File: config.mk
export PLATFORM = sky130hd
export DESIGN_NAME = rotary_switch_protocol_config
export DESIGN_NICKNAME = d
export VERILOG_FILES = /design/src/rtl/blink_code.v /design/src/rtl/rotary_switch_protocol_config.v
export VERILOG_INCLUDE_DIRS = /design/src /design/src/rtl
export SDC_FILE = /design/constraint.sdc
export NUM_CORES = 1
export LEC_CHECK = 0
export ABC_AREA = 1
export BUFFER_PORTS_ARGS = -buffer_cell sky130_fd_sc_hd__buf_2
export CORE_MARGIN = 4
export CORE_UTILIZATION = 50
export DETAILED_ROUTE_END_ITERATION = 6
export GPL_TIMING_DRIVEN = 1
export PLACE_DENSITY = 0.78
export REMOVE_ABC_BUFFERS = 1
export SYNTH_ARGS = -nofsm -noshare
export SYNTH_HDL_FRONTEND = slang
export SYNTH_SLANG_ARGS = --single-unit
export TNS_END_PERCENT = 1
File: constraint.sdc
create_clock -name SYS_CLK -period 10.8 [get_ports SYS_CLK]
set_clock_uncertainty 0.1 [all_clocks]
set_input_delay 1.62 -clock SYS_CLK [delete_from_list [all_inputs] [get_ports SYS_CLK]]
set_output_delay 1.62 -clock SYS_CLK [all_outputs]
set_load 0.05 [all_outputs]
File: src/rtl/rotary_cfg_defines.vh
/*
 * Constants for the rotary switch protocol and address loader: switch
 * positions, protocol codes, network presets, holding register map,
 * Modbus function and exception codes, indicator timing.
 * Assumes a 250 MHz system clock and inclusion by bare name.
 */
`ifndef ROTARY_CFG_DEFINES_VH
`define ROTARY_CFG_DEFINES_VH

// ----------------------------------------------------------------
// Clock and indicator timing
// ----------------------------------------------------------------
`define CLK_PERIOD_NS 4
`define BLINK_HALF_NS 200000000
`define BLINK_PAUSE_NS 1000000000
`define FAULT_BLINKS 3

// ----------------------------------------------------------------
// Switch positions
// ----------------------------------------------------------------
`define DIGIT_MAX 4'h9
`define HUND_EIP_MAX 4'h2
`define HUND_PN 4'h3
`define HUND_EC 4'h4
`define HUND_MB 4'h5
`define HUND_CC 4'h6
`define SET_FACTORY 10'h3D3
`define SET_MB_AUTO 10'h1F4

// ----------------------------------------------------------------
// Protocol codes
// ----------------------------------------------------------------
`define PROTO_NONE 3'h0
`define PROTO_EIP 3'h1
`define PROTO_PN 3'h2
`define PROTO_EC 3'h3
`define PROTO_MB 3'h4
`define PROTO_CC 3'h5
`define PROTO_FACT 3'h6

// ----------------------------------------------------------------
// Network parameter source and request
// ----------------------------------------------------------------
`define SRC_STATIC 2'h0
`define SRC_AUTO 2'h1
`define SRC_SAVED 2'h2
`define SRC_NONE 2'h3
`define REQ_NONE 2'h0
`define REQ_DHCP 2'h1
`define REQ_BOOTP 2'h2
`define IP_PRESET 32'hC0A80100
`define IP_ZERO 32'h00000000
`define OCTET_MAX 9'h0FF

// ----------------------------------------------------------------
// Holding registers and Modbus codes
// ----------------------------------------------------------------
`define REG_LATCH 20'h61C80
`define REG_CFG_LAST 20'h61CD8
`define LATCH_RESET 16'h0000
`define FC_READ 8'h03
`define FC_WRITE1 8'h06
`define FC_WRITEN 8'h10
`define EXC_NONE 8'h00
`define EXC_FUNC 8'h01
`define EXC_ADDR 8'h02
`define EXC_FAIL 8'h04
`define SOCK_MIN 4
`define SOCK_MAX 8

`endif

File: src/rtl/blink_code.v
/*
 * Blink code generator: a burst of PULSES on/off flashes, then a dark
 * pause, repeated while enabled. Output is a flip-flop.
 * Assumes a synchronous active-high reset; counts are in clock cycles.
 */
module blink_code #(
    parameter PULSES = 3,
    parameter HALF_CYC = 50000000,
    parameter PAUSE_CYC = 250000000
) (
    input wire clk,
    input wire rst,
    input wire enable,
    output reg led_q
);
    reg [31:0] cnt_q;
    reg [7:0] pulse_q;
    reg pause_q;

    always @(posedge clk) begin
        if (rst || !enable) begin
            cnt_q <= 32'h0;
            pulse_q <= 8'h0;
            pause_q <= 1'b0;
            led_q <= 1'b0;
        end else if (pause_q) begin
            if (cnt_q >= PAUSE_CYC - 1) begin
                cnt_q <= 32'h0;
                pause_q <= 1'b0;
            end else begin
                cnt_q <= cnt_q + 32'h1;
            end
        end else if (cnt_q >= HALF_CYC - 1) begin
            cnt_q <= 32'h0;
            led_q <= ~led_q;
            // Falling edge closes a pulse; after the last one go dark
            if (led_q) begin
                if (pulse_q == PULSES - 1) begin
                    pulse_q <= 8'h0;
                    pause_q <= 1'b1;
                end else begin
                    pulse_q <= pulse_q + 8'h1;
                end
            end
        end else begin
            cnt_q <= cnt_q + 32'h1;
        end
    end
endmodule // blink_code

File: src/rtl/rotary_switch_protocol_config.v
/*
 * Rotary switch protocol and address loader with the configuration
 * latch holding register, socket admission and status indicators.
 * Assumes switch, bus and memory inputs synchronous to SYS_CLK, an
 * external non-volatile store answering NV_ERASE_DONE, and a network
 * stack reporting NET_FAIL when a DHCP request round fails.
 */
`include "rotary_cfg_defines.vh"

module rotary_switch_protocol_config #(
    parameter MAX_SOCKETS = `SOCK_MAX,
    parameter BLINK_HALF_CYC = `BLINK_HALF_NS / `CLK_PERIOD_NS,
    parameter BLINK_PAUSE_CYC = `BLINK_PAUSE_NS / `CLK_PERIOD_NS
) (
    input wire SYS_CLK,
    input wire RESET,
    input wire [3:0] HUNDREDS_SELECTOR,
    input wire [3:0] TENS_SELECTOR,
    input wire [3:0] UNITS_SELECTOR,
    input wire RESTART_CMD,
    input wire CYCLIC_START,
    input wire NV_PROTO_VALID,
    input wire [2:0] NV_PROTO,
    input wire SAVED_VALID,
    input wire [31:0] SAVED_IP,
    input wire NV_ERASE_DONE,
    input wire NET_FAIL,
    input wire US_OK,
    input wire SOCK_OPEN,
    input wire SOCK_CLOSE,
    input wire HREG_REQ,
    input wire [7:0] HREG_FC,
    input wire [19:0] HREG_ADDR,
    input wire [15:0] HREG_WDATA,
    output reg [2:0] PROTOCOL,
    output reg [31:0] IP_ADDR,
    output reg [1:0] NET_SRC,
    output reg [1:0] NET_REQ,
    output reg COMM_EN,
    output reg CONFIG_FAULT,
    output reg NV_PROTO_WR,
    output reg [2:0] NV_PROTO_DATA,
    output reg NV_ERASE,
    output reg BUS_FAULT_INDICATOR,
    output reg US_LED_RED,
    output reg US_LED_GREEN,
    output reg SOCK_GRANT,
    output reg SOCK_REFUSE,
    output reg [3:0] SOCK_COUNT,
    output reg HREG_ACK,
    output reg [7:0] HREG_EXC,
    output reg [15:0] HREG_RDATA,
    output reg CFG_WR_OK,
    output reg CFG_OPEN,
    output reg CFG_APPLY
);
    // ----------------------------------------------------------------
    // States and helpers
    // ----------------------------------------------------------------
    localparam ST_SAMPLE = 5'b00001;
    localparam ST_DECIDE = 5'b00010;
    localparam ST_RUN = 5'b00100;
    localparam ST_FACTORY = 5'b01000;
    localparam ST_FAULT = 5'b10000;

    function [9:0] dec3;
        input [3:0] h;
        input [3:0] t;
        input [3:0] u;
        begin
            dec3 = h * 10'd100 + t * 10'd10 + {6'h0, u};
        end
    endfunction

    // Replace the two low decimal digits of an octet, keeping its hundreds if the result fits in 255
    function [7:0] repl2;
        input [7:0] base;
        input [6:0] two;
        reg [8:0] sum;
        begin
            sum = (base / 8'd100) * 9'd100 + {2'h0, two};
            repl2 = (sum > `OCTET_MAX) ? {1'b0, two} : sum[7:0];
        end
    endfunction

    reg [4:0] state_q;
    reg [3:0] h_q;
    reg [3:0] t_q;
    reg [3:0] u_q;
    reg stored_q;
    reg erasing_q;
    reg [15:0] latch_q;

    // ----------------------------------------------------------------
    // Decision from the sampled switches
    // ----------------------------------------------------------------
    wire [9:0] setting = dec3(h_q, t_q, u_q);
    wire [6:0] two = t_q * 7'd10 + {3'h0, u_q};
    wire digits_ok = (h_q <= `DIGIT_MAX) && (t_q <= `DIGIT_MAX) && (u_q <= `DIGIT_MAX);
    reg [2:0] sw_proto;
    reg [2:0] sel_proto;
    reg [31:0] ip_d;
    reg [1:0] src_d;
    reg ok_d;

    always @* begin
        case (h_q)
            `HUND_PN: sw_proto = `PROTO_PN;
            `HUND_EC: sw_proto = `PROTO_EC;
            `HUND_MB: sw_proto = `PROTO_MB;
            `HUND_CC: sw_proto = `PROTO_CC;
            default: sw_proto = (h_q <= `HUND_EIP_MAX) ? `PROTO_EIP : `PROTO_NONE;
        endcase
        // Stored protocol wins over the switch once committed
        sel_proto = NV_PROTO_VALID ? NV_PROTO : sw_proto;
        ip_d = `IP_ZERO;
        src_d = `SRC_NONE;
        ok_d = digits_ok && (sel_proto != `PROTO_NONE);
        case (sel_proto)
            `PROTO_MB: begin
                if (t_q == 4'h0 && u_q == 4'h0) begin
                    if (SAVED_VALID) begin
                        ip_d = SAVED_IP;
                        src_d = `SRC_SAVED;
                    end else begin
                        src_d = `SRC_AUTO;
                    end
                end else begin
                    // Only 1..99 can come from the switches here
                    ip_d = SAVED_VALID ? SAVED_IP : `IP_PRESET;
                    ip_d[7:0] = repl2(ip_d[7:0], two);
                    src_d = `SRC_STATIC;
                end
            end
            `PROTO_CC: begin
                ip_d = SAVED_VALID ? SAVED_IP : `IP_PRESET;
                ip_d[7:0] = repl2(ip_d[7:0], two);
                src_d = `SRC_STATIC;
            end
            `PROTO_EIP: begin
                ip_d = `IP_PRESET;
                ip_d[7:0] = setting[7:0];
                src_d = `SRC_STATIC;
                if (setting > {1'b0, `OCTET_MAX} || setting == 10'h0) begin
                    ok_d = 1'b0;
                end
            end
            default: src_d = `SRC_NONE;
        endcase
    end

    // ----------------------------------------------------------------
    // Startup sequencer
    // ----------------------------------------------------------------
    always @(posedge SYS_CLK) begin
        if (RESET) begin
            state_q <= ST_SAMPLE;
            h_q <= 4'h0;
            t_q <= 4'h0;
            u_q <= 4'h0;
            stored_q <= 1'b0;
            erasing_q <= 1'b0;
            PROTOCOL <= `PROTO_NONE;
            IP_ADDR <= `IP_ZERO;
            NET_SRC <= `SRC_NONE;
            NET_REQ <= `REQ_NONE;
            COMM_EN <= 1'b0;
            CONFIG_FAULT <= 1'b0;
            NV_PROTO_WR <= 1'b0;
            NV_PROTO_DATA <= `PROTO_NONE;
            NV_ERASE <= 1'b0;
        end else begin
            NV_PROTO_WR <= 1'b0;
            NV_ERASE <= 1'b0;
            case (state_q)
                ST_SAMPLE: begin
                    h_q <= HUNDREDS_SELECTOR;
                    t_q <= TENS_SELECTOR;
                    u_q <= UNITS_SELECTOR;
                    COMM_EN <= 1'b0;
                    CONFIG_FAULT <= 1'b0;
                    NET_REQ <= `REQ_NONE;
                    state_q <= ST_DECIDE;
                end
                ST_DECIDE: begin
                    stored_q <= NV_PROTO_VALID;
                    if (setting == `SET_FACTORY && digits_ok) begin
                        PROTOCOL <= `PROTO_FACT;
                        IP_ADDR <= `IP_ZERO;
                        NET_SRC <= `SRC_NONE;
                        NV_ERASE <= 1'b1;
                        erasing_q <= 1'b1;
                        state_q <= ST_FACTORY;
                    end else if (!ok_d) begin
                        PROTOCOL <= `PROTO_NONE;
                        CONFIG_FAULT <= 1'b1;
                        state_q <= ST_FAULT;
                    end else begin
                        // Address and source are frozen until the next restart
                        PROTOCOL <= sel_proto;
                        IP_ADDR <= ip_d;
                        NET_SRC <= src_d;
                        NET_REQ <= (src_d == `SRC_AUTO) ? `REQ_DHCP : `REQ_NONE;
                        COMM_EN <= 1'b1;
                        state_q <= ST_RUN;
                    end
                end
                ST_RUN: begin
                    if (RESTART_CMD) begin
                        state_q <= ST_SAMPLE;
                    end else begin
                        // Fallback only; the leased result is never saved here
                        if (NET_FAIL && NET_REQ == `REQ_DHCP) begin
                            NET_REQ <= `REQ_BOOTP;
                        end
                        if (CYCLIC_START && !stored_q) begin
                            stored_q <= 1'b1;
                            NV_PROTO_WR <= 1'b1;
                            NV_PROTO_DATA <= PROTOCOL;
                        end
                    end
                end
                ST_FACTORY: begin
                    // No exit but power; the operator must cycle it
                    COMM_EN <= 1'b0;
                    if (NV_ERASE_DONE) begin
                        erasing_q <= 1'b0;
                    end
                end
                ST_FAULT: begin
                    if (RESTART_CMD) begin
                        state_q <= ST_SAMPLE;
                    end
                end
                default: state_q <= ST_SAMPLE;
            endcase
        end
    end

    // ----------------------------------------------------------------
    // Socket admission
    // ----------------------------------------------------------------
    always @(posedge SYS_CLK) begin
        if (RESET) begin
            SOCK_COUNT <= 4'h0;
            SOCK_GRANT <= 1'b0;
            SOCK_REFUSE <= 1'b0;
        end else begin
            SOCK_GRANT <= 1'b0;
            SOCK_REFUSE <= 1'b0;
            if (!COMM_EN) begin
                SOCK_COUNT <= 4'h0;
                SOCK_REFUSE <= SOCK_OPEN;
            end else if (SOCK_OPEN && !SOCK_CLOSE) begin
                if (SOCK_COUNT < MAX_SOCKETS[3:0]) begin
                    SOCK_COUNT <= SOCK_COUNT + 4'h1;
                    SOCK_GRANT <= 1'b1;
                end else begin
                    SOCK_REFUSE <= 1'b1;
                end
            end else if (SOCK_OPEN && SOCK_CLOSE) begin
                SOCK_GRANT <= 1'b1;
            end else if (SOCK_CLOSE && SOCK_COUNT != 4'h0) begin
                SOCK_COUNT <= SOCK_COUNT - 4'h1;
            end
        end
    end

    // ----------------------------------------------------------------
    // Holding register access and configuration latch
    // ----------------------------------------------------------------
    wire fc_write = (HREG_FC == `FC_WRITE1) || (HREG_FC == `FC_WRITEN);
    wire fc_ok = fc_write || (HREG_FC == `FC_READ);
    wire at_latch = (HREG_ADDR == `REG_LATCH);
    wire in_cfg = (HREG_ADDR > `REG_LATCH) && (HREG_ADDR <= `REG_CFG_LAST);
    wire new_bit = (HREG_WDATA != `LATCH_RESET);

    always @(posedge SYS_CLK) begin
        if (RESET) begin
            latch_q <= `LATCH_RESET;
            HREG_ACK <= 1'b0;
            HREG_EXC <= `EXC_NONE;
            HREG_RDATA <= 16'h0000;
            CFG_WR_OK <= 1'b0;
            CFG_OPEN <= 1'b0;
            CFG_APPLY <= 1'b0;
        end else begin
            HREG_ACK <= HREG_REQ;
            CFG_WR_OK <= 1'b0;
            CFG_APPLY <= 1'b0;
            HREG_EXC <= `EXC_NONE;
            HREG_RDATA <= 16'h0000;
            if (HREG_REQ) begin
                if (!COMM_EN) begin
                    HREG_EXC <= `EXC_FAIL;
                end else if (!fc_ok) begin
                    HREG_EXC <= `EXC_FUNC;
                end else if (at_latch) begin
                    if (fc_write) begin
                        latch_q <= HREG_WDATA;
                        CFG_OPEN <= new_bit;
                        // Only the edges matter; rewriting the same value does nothing
                        if (new_bit && !CFG_OPEN) begin
                            CFG_OPEN <= 1'b1;
                        end
                        if (!new_bit && CFG_OPEN) begin
                            CFG_APPLY <= 1'b1;
                        end
                    end else begin
                        HREG_RDATA <= latch_q;
                    end
                end else if (in_cfg) begin
                    if (fc_write && !CFG_OPEN) begin
                        HREG_EXC <= `EXC_ADDR;
                    end else begin
                        CFG_WR_OK <= fc_write;
                    end
                end else begin
                    HREG_EXC <= `EXC_ADDR;
                end
            end
        end
    end

    // ----------------------------------------------------------------
    // Indicators
    // ----------------------------------------------------------------
    wire bf_blink;
    wire us_blink;

    blink_code #(
        .PULSES(`FAULT_BLINKS),
        .HALF_CYC(BLINK_HALF_CYC),
        .PAUSE_CYC(BLINK_PAUSE_CYC)
    ) u_bf_blink (
        .clk(SYS_CLK),
        .rst(RESET),
        .enable(CONFIG_FAULT),
        .led_q(bf_blink)
    );

    // One pulse and a half-period pause: lit one half-period, dark two
    blink_code #(
        .PULSES(1),
        .HALF_CYC(BLINK_HALF_CYC),
        .PAUSE_CYC(BLINK_HALF_CYC)
    ) u_us_blink (
        .clk(SYS_CLK),
        .rst(RESET),
        .enable(erasing_q),
        .led_q(us_blink)
    );

    always @(posedge SYS_CLK) begin
        if (RESET) begin
            BUS_FAULT_INDICATOR <= 1'b0;
            US_LED_RED <= 1'b0;
            US_LED_GREEN <= 1'b0;
        end else begin
            BUS_FAULT_INDICATOR <= bf_blink;
            US_LED_RED <= erasing_q ? us_blink : !US_OK;
            US_LED_GREEN <= !erasing_q && US_OK;
        end
    end
endmodule // rotary_switch_protocol_config

==> results.md <==
* F_max at 207.6 MHz
* IO Port Bufs at 180
* FF/Latch Area at just under 4000 sq um
* Seq/Total Area, Yosys at 37.52%
* CTS buffer count at 17
* Worst setup SP type: primary input
* HPWL after DPL at 19860 microns
* Site Rows at 52
* Crit path arrival time at 5.09 ns
* Critical Path, Cell by Cell: buf_2 -> nand2_1 -> ha_1 -> inv_1 -> nand3_1 -> nand2_1 -> o21ai_0 -> nand2_1 -> inv_1 -> ha_1 -> inv_1 -> ha_1 -> nand2_1 -> o21ai_0 -> inv_1 -> nand3_1 -> nand2_1 -> nand2_1 -> nand2_1 -> nand2_1 -> nand2_1 -> nand3_1 -> nand2_1 -> a21oi_1
* Vias/cell at approximately 5.2
* Crit path max fanout at 31
* Die area at approximately 23000 sq um
* Cell area power density at 167.6 nW/um^2
* FF-to-FF End: IP_ADDR[25]
* Core area at 20430 sq um
* RSZ-0062 raised after global routing: false
* Most frequent cells in the layout: nand2_1 (277), inv_1 (199), dfxtp_1 (197)
* Slew Limit Fails at 0
* # setup viols final at 0
* Mapped Cells at 1439
* Initial Utilization at 51.45%
* Number of clock sinks at ~200
* Crit Path Class: in -> reg
* Final #Nets at 1775
* Slew headroom at 37.98%
* Type of the worst min-delay path: reg -> reg
* H-tree levels at 4
* CP max stage cell: buf_2
* Adder-cell share of the synthesized area at 7.118%
* Number of flops mapped to enable cells by yosys at 0
* Fin Setup TNS at 0 ns
* First-pass GRT wire length at 43780 microns
* Synth cell types at 52
* Simple-gate share of the synthesized area at around 29%
* Later-pin clock latency in the skew report at 0.45 ns
* GP Congestion at 0.9267
* Share of cells above drive strength 1 at about 19%
* Hold Path Sink: HREG_RDATA[4]
* DR vias at 9868
* Multi-input logic area at 5585 sq um
* Syn Area/Cell at 7.305 sq um
* Crit path required time at around 11 ns
* GRT Total Usage at 22.14%
* Main combinational cell family by area after synthesis: simple AND/OR/NAND/NOR gates
* Iter 0 DRT Violations at around 640
* Vias in the first global route at 9439
* CTS tree: yes
* Worst R2R Setup Slack at 6.19 ns
* XOR/XNOR Fraction of Synth Area at under 10%
* Most common cell after layout, fill and taps aside: nand2_1
* P_leak at 5.517 nW
* Worst hold stages at 2
* Fin crit share at 44.61%
* Post-synthesis mux area share at 0%
* Pin count of the biggest net entering global routing at 43
* Hold Vio Cnt, Final at 0
* Slowest stage delay, CP at 0.45 ns
* Status: finished, final reports clean
* Worst hold start: latch_q[4]
* Max_cap viols at 0
* Post-synth ARST share at 0%
* Die width at between 150 and 200 microns
* Post-cts resize count at 0
* Antenna-violating nets left at 0
* Root Driver: clkbuf_16
* FF-to-FF Start: t_q[1]
* Pre-CTS setup slack at 5.628 ns
* Total Wirelength at 26390 microns
* Worst R2R Path Depth at 19
* Fill count at 1886
* Peak VDD IR at between 0.0001 and 0.00015 V
* Antenna violations before repair at 1
* CTS Buffer Depth at 2
* Post-CTS setup buffer count at 0
* Ys flop type: dfxtp_1
* Cell area after synthesis at 10510 sq um
* FF+latch count, synth at 197
* Area Overhead vs Synth at 16.65%
* Yosys warnings at 0
* Most frequent CP cell: nand2_1
* Worst-Margin Slew at 0.9281 ns
* Io pins at around 190
* Hold_buf cts at 0
* Die height at 153.0 microns
* Compound-gate portion of the synthesized area at 12.89%
* Drt wl/cell at between 10 and 15 microns
* Clk slew on worst S/H paths at 0.08 ns
* CP Capture Type: flip-flop
* Grt total ovfl at 0
* Router iterations before antenna repair at 7
* Tmin final at between 4 and 5 ns
* DRC viols at 0
* Final worst slack at between 5 and 6 ns
registers in the layout, indices dropped and copies added (netlist names), 5 cells and up:
name,count
HREG_RDATA,16
IP_ADDR,32
latch_q,16
state_q,5
u_bf_blink.cnt_q,32
u_bf_blink.pulse_q,8
u_us_blink.cnt_q,32
u_us_blink.pulse_q,8
through the flow:
stage	cells	hold slack (ns)	cell area, sq um	total power (W)	utilization [%]
floorplan	1413	0.3051	10330	0.001235	-
global placement	1868	0.3098	11600	0.001370	56.80
detailed placement	1868	0.3154	11600	0.001381	56.80
CTS	1900	0.3300	12260	0.002064	60.01
global route	1901	0.3471	12260	0.002185	60.02
finish	1901	0.3208	12260	0.002055	60.02
final cells by class:
class	count	share of cell area (%)
inverter	212	6.510
timing repair buffer	185	7.653
multi-input combinational	1004	45.55
sequential	197	32.16
tap	270	2.755
clock inverter	15	1.878
clock buffer	17	3.469
antenna	1	0.02041
metal layers:
layer  part of all wire (%)  GRT usage (%)
met3                    6.9          5.004
met1                     44          27.95
met4                    2.0          7.255
met5                      0              0
met2                     47          37.64
Yosys cell counts (3+ instances only):
cell / number / area share (%)
nand2_1: 277 / 9.9
inv_1: 199 / 7.1
dfxtp_1: 197 / 38
nor2_1: 159 / 5.7
a21oi_1: 117 / 5.6
nand3_1: 75 / 3.6
o21ai_0: 60 / 2.9
ha_1: 47 / 5.6
nand4_1: 32 / 1.9
nor3_1: 25 / 1.2
xor2_1: 25 / 2.1
nand3_2: 22 / 2.1
clkbuf_1: 21 / 0.75
a21oi_2: 19 / 1.6
nor4_1: 16 / 0.95
nor3b_1: 13 / 0.93
a31oi_1: 10 / 0.60
inv_2: 10 / 0.36
nor2_2: 10 / 0.60
xnor2_1: 10 / 0.83
buf_4: 8 / 0.57
fa_1: 8 / 1.5
o211ai_1: 7 / 0.50
buf_2: 6 / 0.29
a211oi_1: 5 / 0.36
nor2_4: 5 / 0.54
nor3_2: 5 / 0.48
o21ai_1: 5 / 0.24
or2_2: 5 / 0.30
o21a_1: 4 / 0.29
and3_1: 3 / 0.18
buf_12: 3 / 0.57
or2_0: 3 / 0.18
or2_1: 3 / 0.18
kinds of logic after synthesis:
kind of cell,after synthesis
buffers and inverters,252
other,1
AOI/OAI and AO/OA,239
adders and majority gates,55
xor gates and xnor gates,38
DFF,197
and+or+nand+nor,657
worst max path at each step:
stage / start / endpoint / slack (ns) / cells after the start
global route: SAVED_VALID / IP_ADDR[4] / 5.58 / 24
global placement: SAVED_VALID / IP_ADDR[5] / 5.83 / 24
CTS: SAVED_VALID / IP_ADDR[5] / 6.09 / 24
detailed placement: SAVED_VALID / IP_ADDR[5] / 5.63 / 24
floorplan: t_q[1] / IP_ADDR[21] / 6.38 / 20
finish: SAVED_VALID / IP_ADDR[4] / 5.98 / 24
worst max-delay path, delay by kind of cell:
family / cells / cell delay, ns
AND/OR/NAND/NOR: 13 / 1.49
adder cells (fa/ha/maj): 3 / 0.88
buffers and inverters: 5 / 0.69
AO/OA/AOI/OAI: 3 / 0.42
power by group:
part / switching (W) / total (W) / leakage [nW] / internal (W)
Clock: 0.000350 / 0.000679 / 0.313 / 0.000329
Combinational: 0.000398 / 0.000603 / 3.61 / 0.000205
Sequential: 0.0000237 / 0.000772 / 1.60 / 0.000749
Power figures use the tool's default switching activity.
